`src/fsad_pkg.sv`:
```
// Constants and types of the address-change and diagnostics block
// How it works
// RULE1: Valid address record restarts slave at new address
// RULE2: Record: version high, low, opcode, address
// RULE3: Bad record gives error, address kept
// RULE4: Latest of several records wins
// RULE5: Slave first joins under configured address
// RULE6: Host writes records only in run state
// RULE7: Master setting picks the protocol variant
// RULE8: Variant defaults to DP-V1
// RULE9: DP-V1 diagnostics interrupt, master acknowledges
// RULE10: DP-V0 diagnostics alarm, never acknowledged
// RULE11: Six standard plus six device bytes
// RULE12: Status 1-3, master address, ident code
// RULE13: Device block differs per variant
// RULE14: Extended-diagnostics flag when data present
// RULE15: Station-nonexistent flag always zero
// RULE16: Status-from-slave flag always one
// RULE17: Only record version 1.0 accepted
`default_nettype none
package fsad_pkg;
	// Link and record widths
	localparam int ADDR_W = 7;
	localparam int IDX_W = 16;
	localparam int LEN_W = 3;
	localparam int REC_W = 32;
	localparam int DIX_W = 4;
	// Address-change record
	localparam logic [IDX_W-1:0] REC_IDX = 16'h2001;
	localparam logic [15:0] REC_VER = 16'h0100;
	localparam logic [7:0] OP_KEEP = 8'h00;
	localparam logic [7:0] OP_CHANGE = 8'h01;
	localparam logic [LEN_W-1:0] REC_MIN_LEN = 3'h4;
	localparam logic [7:0] ADDR_MAX = 8'h7d;
	localparam int VER_POS = 16;
	localparam int OP_POS = 8;
	localparam int NA_POS = 0;
	// Restart time
	localparam int CLK_MHZ = 200;
	localparam int RESTART_US = 10;
	localparam int RESTART_CYC = RESTART_US * CLK_MHZ;
	localparam int RCNT_W = 12;
	// Diagnostics frame
	localparam logic [DIX_W-1:0] DIAG_LEN = 4'hc;
	localparam logic [DIX_W-1:0] DIAG_LAST = 4'hb;
	localparam int ST1_NEXIST = 0;
	localparam int ST1_EXT = 3;
	localparam int ST2_SFS = 2;
	localparam logic [15:0] IDENT = 16'h5a5a; // Arbitrary value
	localparam logic [7:0] DEV_HDR = 8'h06;
	localparam logic [7:0] INT_TYPE = 8'h01;
	localparam logic [7:0] SLOT_NR = 8'h00;
	localparam logic [7:0] SPEC_COME = 8'h01;
	localparam logic [7:0] SPEC_GO = 8'h02;
	// Controller registers
	localparam int OFF_W = 8;
	localparam logic [OFF_W-1:0] R_CTRL = 8'h00;
	localparam logic [OFF_W-1:0] R_CMD = 8'h04;
	localparam logic [OFF_W-1:0] R_STAT = 8'h08;
	localparam logic [OFF_W-1:0] R_DIAG0 = 8'h0c;
	localparam logic [OFF_W-1:0] R_DIAG1 = 8'h10;
	localparam logic [OFF_W-1:0] R_DIAG2 = 8'h14;
	localparam logic [OFF_W-1:0] R_ISTAT = 8'h18;
	localparam logic [OFF_W-1:0] R_ICLR = 8'h1c;
	localparam logic [OFF_W-1:0] R_IEN = 8'h20;
	localparam int CTL_V1 = 0;
	localparam int CTL_SET = 1;
	localparam int CTL_MA = 8;
	localparam logic [15:0] CTRL_RST = 16'h0101;
	localparam int IRQ_W = 3;
	// State types
	typedef enum logic [1:0] {L_INIT, L_ON, L_RST} fsad_link_t;
	typedef enum logic {D_IDLE, D_SEND} fsad_diag_t;
	typedef enum logic {M_IDLE, M_RX} fsad_mst_t;
endpackage : fsad_pkg
`default_nettype wire

```
`src/fsad_if.sv`:
```
// Link between the fieldbus slave end and the bus master end
`timescale 1ns/10ps
`default_nettype none
interface fsad_if;
	import fsad_pkg::*;
	logic              mst_set;
	logic              mst_v1;
	logic [ADDR_W-1:0] mst_addr;
	logic              diag_req;
	logic              alm_ack;
	logic              online;
	logic [ADDR_W-1:0] slv_addr;
	logic              var_v1;
	logic              alarm;
	logic              diag_vld;
	logic [7:0]        diag_byte;
	logic              diag_last;
	modport slave (
		input  mst_set, mst_v1, mst_addr, diag_req, alm_ack,
		output online, slv_addr, var_v1, alarm,
		output diag_vld, diag_byte, diag_last
	);
	modport master (
		output mst_set, mst_v1, mst_addr, diag_req, alm_ack,
		input  online, slv_addr, var_v1, alarm,
		input  diag_vld, diag_byte, diag_last
	);
endinterface : fsad_if
`default_nettype wire

```
`src/fsad_slave.sv`:
```
// Slave end: address-change records and diagnostics source
//
// The implementer's own choices: the placing of the registers and the AHB-Lite register port.
`timescale 1ns/10ps
`default_nettype none
module fsad_slave (
	// Clock and reset
	input  wire logic                        hclk,
	input  wire logic                        hresetn,
	// Link to the bus master
	fsad_if.slave                            link,
	// Configured address and variant
	input  wire logic [fsad_pkg::ADDR_W-1:0] cfg_addr,
	input  wire logic                        cfg_var_set,
	input  wire logic                        cfg_var_v1,
	// Data record writes from the host
	input  wire logic                        rec_valid,
	input  wire logic [fsad_pkg::IDX_W-1:0]  rec_index,
	input  wire logic [fsad_pkg::LEN_W-1:0]  rec_len,
	input  wire logic [fsad_pkg::REC_W-1:0]  rec_data,
	output logic                             rec_done,
	output logic                             rec_err,
	// Device diagnostic events
	input  wire logic                        ev_valid,
	input  wire logic [7:0]                  ev_code,
	input  wire logic                        ev_clear,
	// Address in use
	output logic [fsad_pkg::ADDR_W-1:0]      cur_addr
);
	import fsad_pkg::*;

	function automatic logic [7:0] diag_at(
		input logic [DIX_W-1:0] i,
		input logic             v1,
		input logic             ext,
		input logic [ADDR_W-1:0] ma,
		input logic [7:0]       code
	);
		logic [7:0] b;
		b = 8'h00;
		case (i)
			// RULE14: extended flag
			// RULE15: nonexistent flag zero
			4'h0: b[ST1_EXT] = ext;
			// RULE16: status from slave
			4'h1: b[ST2_SFS] = 1'b1;
			4'h3: b = {1'b0, ma};
			4'h4: b = IDENT[15:8];
			4'h5: b = IDENT[7:0];
			4'h6: b = DEV_HDR;
			// RULE13: variant-specific content
			4'h7: b = v1 ? INT_TYPE : code;
			4'h8: b = v1 ? SLOT_NR : 8'h00;
			4'h9: b = v1 ? (ext ? SPEC_COME : SPEC_GO) : 8'h00;
			4'ha: b = v1 ? code : 8'h00;
			default: b = 8'h00;
		endcase
		return b;
	endfunction : diag_at

	logic [15:0]       rec_ver;
	logic [7:0]        rec_op;
	logic [7:0]        rec_na;
	logic              rec_hit;
	logic              rec_ok;
	logic              chg_ok;
	logic              done_r;
	logic              err_r;
	fsad_link_t        lst_r;
	fsad_link_t        lst_nxt;
	logic [ADDR_W-1:0] addr_r;
	logic [ADDR_W-1:0] addr_nxt;
	logic [ADDR_W-1:0] new_r;
	logic [ADDR_W-1:0] new_nxt;
	logic [RCNT_W-1:0] cnt_r;
	logic [RCNT_W-1:0] cnt_nxt;
	logic              online_r;
	logic              online_nxt;
	logic              var_r;
	logic              v1_nxt;
	logic              ext_r;
	logic [7:0]        code_r;
	logic              alm_r;
	logic              alm_done;
	fsad_diag_t        dst_r;
	logic [DIX_W-1:0]  didx_r;
	logic              d_start;
	logic              d_end;
	logic              dvld_r;
	logic [7:0]        dbyte_r;
	logic              dlast_r;

	// RULE2: record field layout
	assign rec_ver = rec_data[VER_POS +: 16];
	assign rec_op  = rec_data[OP_POS +: 8];
	assign rec_na  = rec_data[NA_POS +: 8];
	assign rec_hit = rec_index == REC_IDX;
	// RULE3: reject malformed record
	// RULE17: version 1.0 only
	assign rec_ok  = rec_hit && (rec_ver == REC_VER)
		&& (rec_len >= REC_MIN_LEN)
		&& ((rec_op == OP_KEEP)
		|| ((rec_op == OP_CHANGE) && (rec_na <= ADDR_MAX)));
	assign chg_ok  = rec_valid && rec_ok && (rec_op == OP_CHANGE);

	always_ff @(posedge hclk or negedge hresetn)
	begin
		if (!hresetn)
		begin
			done_r <= 1'b0;
			err_r  <= 1'b0;
		end
		else
		begin
			done_r <= rec_valid && rec_ok;
			// RULE3: general error answer
			err_r  <= rec_valid && !rec_ok;
		end
	end

	always_comb
	begin
		lst_nxt    = lst_r;
		addr_nxt   = addr_r;
		new_nxt    = new_r;
		cnt_nxt    = cnt_r;
		online_nxt = online_r;
		case (lst_r)
			L_INIT:
			begin
				// RULE5: join with configured address
				addr_nxt   = cfg_addr;
				online_nxt = 1'b1;
				lst_nxt    = L_ON;
			end
			L_ON:
			begin
				// RULE1: leave bus and restart
				if (chg_ok)
				begin
					new_nxt    = rec_na[ADDR_W-1:0];
					cnt_nxt    = RCNT_W'(RESTART_CYC - 1);
					online_nxt = 1'b0;
					lst_nxt    = L_RST;
				end
			end
			L_RST:
			begin
				// RULE4: newest record wins
				if (chg_ok)
				begin
					new_nxt = rec_na[ADDR_W-1:0];
					cnt_nxt = RCNT_W'(RESTART_CYC - 1);
				end
				else if (cnt_r == '0)
				begin
					// RULE1: rejoin at new address
					addr_nxt   = new_r;
					online_nxt = 1'b1;
					lst_nxt    = L_ON;
				end
				else
					cnt_nxt = cnt_r - 1'b1;
			end
			default: lst_nxt = L_INIT;
		endcase
	end

	always_ff @(posedge hclk or negedge hresetn)
	begin
		if (!hresetn)
		begin
			lst_r    <= L_INIT;
			addr_r   <= '0;
			new_r    <= '0;
			cnt_r    <= '0;
			online_r <= 1'b0;
		end
		else
		begin
			lst_r    <= lst_nxt;
			addr_r   <= addr_nxt;
			new_r    <= new_nxt;
			cnt_r    <= cnt_nxt;
			online_r <= online_nxt;
		end
	end

	// RULE7: master setting decides
	// RULE8: default to DP-V1
	assign v1_nxt = link.mst_set ? link.mst_v1
		: (cfg_var_set ? cfg_var_v1 : 1'b1);
	// RULE9: acknowledge ends interrupt
	// RULE10: alarm ends with its frame
	assign alm_done = var_r ? link.alm_ack : d_end;
	assign d_start = (dst_r == D_IDLE) && link.diag_req && online_r;
	assign d_end = (dst_r == D_SEND) && (didx_r == DIAG_LAST);

	always_ff @(posedge hclk or negedge hresetn)
	begin
		if (!hresetn)
		begin
			var_r  <= 1'b1;
			ext_r  <= 1'b0;
			code_r <= 8'h00;
			alm_r  <= 1'b0;
		end
		else
		begin
			var_r  <= v1_nxt;
			// RULE14: sticky diagnostics present
			ext_r  <= ev_valid || (ext_r && !ev_clear);
			code_r <= ev_valid ? ev_code : code_r;
			alm_r  <= ev_valid || (alm_r && !alm_done);
		end
	end

	// RULE11: twelve-byte diagnostics frame
	always_ff @(posedge hclk or negedge hresetn)
	begin
		if (!hresetn)
		begin
			dst_r   <= D_IDLE;
			didx_r  <= '0;
			dvld_r  <= 1'b0;
			dbyte_r <= 8'h00;
			dlast_r <= 1'b0;
		end
		else
		begin
			dvld_r  <= dst_r == D_SEND;
			dlast_r <= d_end;
			// RULE12: standard block layout
			dbyte_r <= diag_at(didx_r, var_r, ext_r, link.mst_addr,
				code_r);
			didx_r  <= (dst_r == D_SEND) ? didx_r + 1'b1 : '0;
			case (dst_r)
				D_IDLE: dst_r <= d_start ? D_SEND : D_IDLE;
				D_SEND: dst_r <= d_end ? D_IDLE : D_SEND;
				default: dst_r <= D_IDLE;
			endcase
		end
	end

	assign rec_done       = done_r;
	assign rec_err        = err_r;
	assign cur_addr       = addr_r;
	assign link.online    = online_r;
	assign link.slv_addr  = addr_r;
	assign link.var_v1    = var_r;
	assign link.alarm     = alm_r;
	assign link.diag_vld  = dvld_r;
	assign link.diag_byte = dbyte_r;
	assign link.diag_last = dlast_r;
endmodule : fsad_slave
`default_nettype wire

```
`src/flat_wrapper.sv`:
```
// flat-port wrapper written by rule: the top's interface ports become plain ports
module fsad_slave_flat import fsad_pkg::*;
  (hclk, hresetn, cfg_addr, cfg_var_set, cfg_var_v1, rec_valid, rec_index, rec_len, rec_data, rec_done, rec_err, ev_valid, ev_code, ev_clear, cur_addr, link_mst_set, link_mst_v1, link_mst_addr, link_diag_req, link_alm_ack, link_online, link_slv_addr, link_var_v1, link_alarm, link_diag_vld, link_diag_byte, link_diag_last);
  fsad_if link_i ();
  input  wire logic hclk;
  input  wire logic hresetn;
  input  wire logic [fsad_pkg::ADDR_W-1:0] cfg_addr;
  input  wire logic cfg_var_set;
  input  wire logic cfg_var_v1;
  input  wire logic rec_valid;
  input  wire logic [fsad_pkg::IDX_W-1:0] rec_index;
  input  wire logic [fsad_pkg::LEN_W-1:0] rec_len;
  input  wire logic [fsad_pkg::REC_W-1:0] rec_data;
  output logic rec_done;
  output logic rec_err;
  input  wire logic ev_valid;
  input  wire logic [7:0] ev_code;
  input  wire logic ev_clear;
  output logic [fsad_pkg::ADDR_W-1:0] cur_addr;
  input wire logic [$bits(link_i.mst_set)-1:0] link_mst_set;
  input wire logic [$bits(link_i.mst_v1)-1:0] link_mst_v1;
  input wire logic [$bits(link_i.mst_addr)-1:0] link_mst_addr;
  input wire logic [$bits(link_i.diag_req)-1:0] link_diag_req;
  input wire logic [$bits(link_i.alm_ack)-1:0] link_alm_ack;
  output wire logic [$bits(link_i.online)-1:0] link_online;
  output wire logic [$bits(link_i.slv_addr)-1:0] link_slv_addr;
  output wire logic [$bits(link_i.var_v1)-1:0] link_var_v1;
  output wire logic [$bits(link_i.alarm)-1:0] link_alarm;
  output wire logic [$bits(link_i.diag_vld)-1:0] link_diag_vld;
  output wire logic [$bits(link_i.diag_byte)-1:0] link_diag_byte;
  output wire logic [$bits(link_i.diag_last)-1:0] link_diag_last;
  assign link_i.mst_set = link_mst_set;
  assign link_i.mst_v1 = link_mst_v1;
  assign link_i.mst_addr = link_mst_addr;
  assign link_i.diag_req = link_diag_req;
  assign link_i.alm_ack = link_alm_ack;
  assign link_online = link_i.online;
  assign link_slv_addr = link_i.slv_addr;
  assign link_var_v1 = link_i.var_v1;
  assign link_alarm = link_i.alarm;
  assign link_diag_vld = link_i.diag_vld;
  assign link_diag_byte = link_i.diag_byte;
  assign link_diag_last = link_i.diag_last;
  fsad_slave u_core (.hclk(hclk), .hresetn(hresetn), .link(link_i), .cfg_addr(cfg_addr), .cfg_var_set(cfg_var_set), .cfg_var_v1(cfg_var_v1), .rec_valid(rec_valid), .rec_index(rec_index), .rec_len(rec_len), .rec_data(rec_data), .rec_done(rec_done), .rec_err(rec_err), .ev_valid(ev_valid), .ev_code(ev_code), .ev_clear(ev_clear), .cur_addr(cur_addr));
endmodule
```
`config.mk`:
```
export PLATFORM = sky130hd
export DESIGN_NAME = fsad_slave_flat
export DESIGN_NICKNAME = d
export VERILOG_FILES = /design/src/fsad_pkg.sv /design/src/fsad_if.sv /design/src/fsad_slave.sv /design/src/flat_wrapper.sv
export SDC_FILE = /design/constraint.sdc
export NUM_CORES = 1
export LEC_CHECK = 0
export BUFFER_PORTS_ARGS = -buffer_cell sky130_fd_sc_hd__buf_2
export CORE_ASPECT_RATIO = 0.6
export CORE_MARGIN = 3
export CORE_UTILIZATION = 53
export DETAILED_ROUTE_END_ITERATION = 8
export PLACE_DENSITY = 0.86
export SLEW_MARGIN = 20
export SYNTH_ARGS = -nofsm -noshare
export SYNTH_HDL_FRONTEND = slang
export SYNTH_SLANG_ARGS = --single-unit
```
`constraint.sdc`:
```
create_clock -name hclk -period 7.1 [get_ports hclk]
set_input_delay 0.71 -clock hclk [delete_from_list [all_inputs] [get_ports hclk]]
set_output_delay 0.71 -clock hclk [all_outputs]
set_load 0.05 [all_outputs]
```
==> flow_summary.yaml <==
clock_tree:
  worstSkewPairLatency_ns: 0.34
  ctsRootBufferMaster: "clkbuf_8"
  cts_tree: "yes"
  clk_pin_slew_ns: 0.06
  cts_hold_buf: 0
  postCtsSetupBuffers: 0
  htree_levels: 3
  cts_buffer_depth: 2
  numClockSinks: 57
  cts_resized: 0
  cts_inserted_buffers: 9
timing:
  finClkSkew_ns: 0.00738
  grt_setup_unrepaired: "no"
  setup_viol: 0
  worstMarginPinSlew_ns: 0.886
  slew_headroom_pct: 40.9
  fin_setup_tns_ns: 0
  final.min_clock_period_ns: 2.70
  clock.fmax_mhz: 371
  maxSlewViolCount: 0
  period_share_pct: 38.0
  hold_viol_final: 0
detailed_routing:
  postRouteAntennaNets: 0
  wirelength_mm: 7.71
  vias_per_cell: 5.68
  wire_per_inst_um: 16.1
  drc: 0
  vias: 2728
  drt_iter0_drc: 170
  drtPass1Iterations: 4
die:
  dieArea_mm2: 0.00680
  die_x_um: 104
  start_util_pct: 57.9
  rows: 20
  chipHeight_um: 65.1
  ios: 113
  coreArea_mm2: 0.00533
placement:
  dp_hpwl_mm: 5.69
  dp.cells: 464
  port_buffers: 110
  gp_congestion: 0.858
synth:
  ys_types: 55
  synthCells: 294
  synth_edf_count: 0
  yosysTopAreaCell: "dfrtp_1"
  yosysMostFrequentCell: "dfrtp_1"
  synth_area_leaders: "dfrtp_1 45%, a21oi_1 4.1%, ha_1 4.1%"
  ys_seq_area_share_pct: 46.3
  syn_nets: 388
  ys_top_cells_by_count: "56 x dfrtp_1, 25 x a21oi_1, 18 x nand2_1, 17 x nor2_1, 13 x inv_1"
  ys_seq_elements: 57
  synth-main-ff-cell: "dfrtp_1"
  async_flop_share_pct: 100
  synthDominantCellAreaShare_pct: 45.4
  syn_area_mm2: 0.00308
  yosys_warnings: 0
  syn_area_per_cell_um2: 10.5
cells_and_area:
  utilization_pct: 71.9
  area_growth_pct: 24.3
  n_fill_cell: 413
  insertedDiodeCount: 0
  layout-drive-gt1-share_pct: 36.2
  final_cells: 480
  fin_nets: 492
  multi_input_area_mm2: 0.00149
  seq_area_mm2: 0.00143
critical_path:
  worst-path-buf-inv: 1
  rrSetupSlack_ns: 4.40
  slowest_stage: "or3b_2"
  cp.required_ns: 7.32
  cpLargestDelayFamily: "simple AND/OR/NAND/NOR gates"
  critPathArrivalTime_ns: 2.92
  crit_path_max_fanout: 9
  crit_chain: "inv_1, ha_1, or3b_2, nor3_4, nand2_2, a31oi_4, a2bb2oi_4, mux2_4"
  start_kind: "flip-flop"
  critPathKind: "flip-flop to flip-flop"
  slowest_delay_ns: 0.51
  endpoint_kind: "flip-flop"
global_routing:
  grt_max_degree: 58
  antenna_found_initial: 0
  first_global_vias: 2822
  grt_pass1_wl_mm: 13.1
  grt-ovfl-total: 0
  grt_use_total_pct: 24.2
run_status:
  status: "finished clean"
run:
  cap_viol_max_count: 0
pwr:
  leakagePower_nw: 1.89
  ir_drop_mv: 0.184
  power_per_cell_area_mw_per_mm2: 280
hold_path:
  hold_path.class: "flip-flop to flip-flop"
layer usage:
metal  wire length (um)  up-vias  track usage, %  part of all wire [%]
li1                   -     1281               -                     -
met2               3620      121            40.4                    47
met5                  0        -               0                     0
met4                 67        0            7.30                  0.87
met1               3430     1317            30.9                    45
met3                586        9            7.16                   7.6
worst reg2reg max path, delay by kind of cell, from the launching register on:
kind	cells	cell delay, ns
flops	1	0.38
mux	1	0.31
simple gates	3	0.93
compound gates	2	0.67
buf+inv	1	0.10
fa+ha+maj	1	0.20
cell usage in the layout (no fill, tap or decap), drive strengths merged, types with 3 or more instances in the layout:
master  count
o22ai       3
and2        6
nor4        9
nand4       3
ha         10
buf       111
o21a        3
mux2       18
nor2       17
nor3        7
a211oi      8
clkinv      3
and3        5
nand2      19
mux2i      10
a21oi      25
clkbuf     10
a221o       3
nand3       8
nor2b      10
a31oi       4
a22o        3
dfrtp      56
o31ai       5
o22a        3
inv        13
o21ai       6
stage by stage:
stage / setup slack [ns] / hold WS, ns / total power [W] / instance area (um2)
3_3_place_gp: 4.40 / 0.458 / 0.000736 / 3620
6_report: 4.40 / 0.488 / 0.00108 / 3830
3_5_place_dp: 4.38 / 0.462 / 0.000750 / 3620
5_1_grt: 4.29 / 0.512 / 0.00113 / 3830
4_1_cts: 4.43 / 0.492 / 0.00108 / 3830
2_1_floorplan: 4.68 / 0.414 / 0.000664 / 3080
cell type report:
type	count	share of cell area, %
multi-input combinational	206	38.9
timing repair buffer	111	14.6
tap	77	2.51
sequential	57	37.2
inverter	13	1.27
clock buffer	10	3.33
clock inverter	6	2.15
registers in the layout, summed over array words and instances, names as in the netlist, 2 cells and up:
name and cells:
u_core.lst_r 2, u_core.link.diag_byte 8, u_core.didx_r 4, u_core.code_r 8
u_core.new_r 7, u_core.cur_addr 7, u_core.cnt_r 12
path summary, 6_finish.rpt:
check | start | endpoint | cells after the start
max in group asynchronous | hresetn | u_core.cur_addr[3]$_DFFE_PN0P_ | 2
min in group asynchronous | hresetn | u_core.code_r[4]$_DFFE_PN0P_ | 2
worst max register to register | u_core.cnt_r[0]$_DFFE_PN0P_ | u_core.lst_r[1]$_DFFE_PN0P_ | 8
worst max-delay path | u_core.cnt_r[0]$_DFFE_PN0P_ | u_core.lst_r[1]$_DFFE_PN0P_ | 8
worst min-delay path | u_core.new_r[0]$_DFFE_PN0P_ | u_core.new_r[0]$_DFFE_PN0P_ | 1
worst min register to register | u_core.new_r[0]$_DFFE_PN0P_ | u_core.new_r[0]$_DFFE_PN0P_ | 1
cells by family (layout without fill, tap and decap cells):
family,count (synthesis),count (layout),synth area share (%)
AO/OA/AOI/OAI,72,72,16.4
XOR/XNOR,2,2,0.568
adder cells (fa/ha/maj),10,10,4.06
buffers and inverters,31,140,5.31
flip-flops,57,57,46.3
multiplexers,28,28,9.94
AND/OR/NAND/NOR,94,94,17.4
power by group:
group | total, W | switching [W] | internal [W]
combinational | 0.000331 | 0.000216 | 0.000115
sequential | 0.000416 | 0.0000437 | 0.000372
clock | 0.000328 | 0.000132 | 0.000196
(Power assumes the default switching activity.)
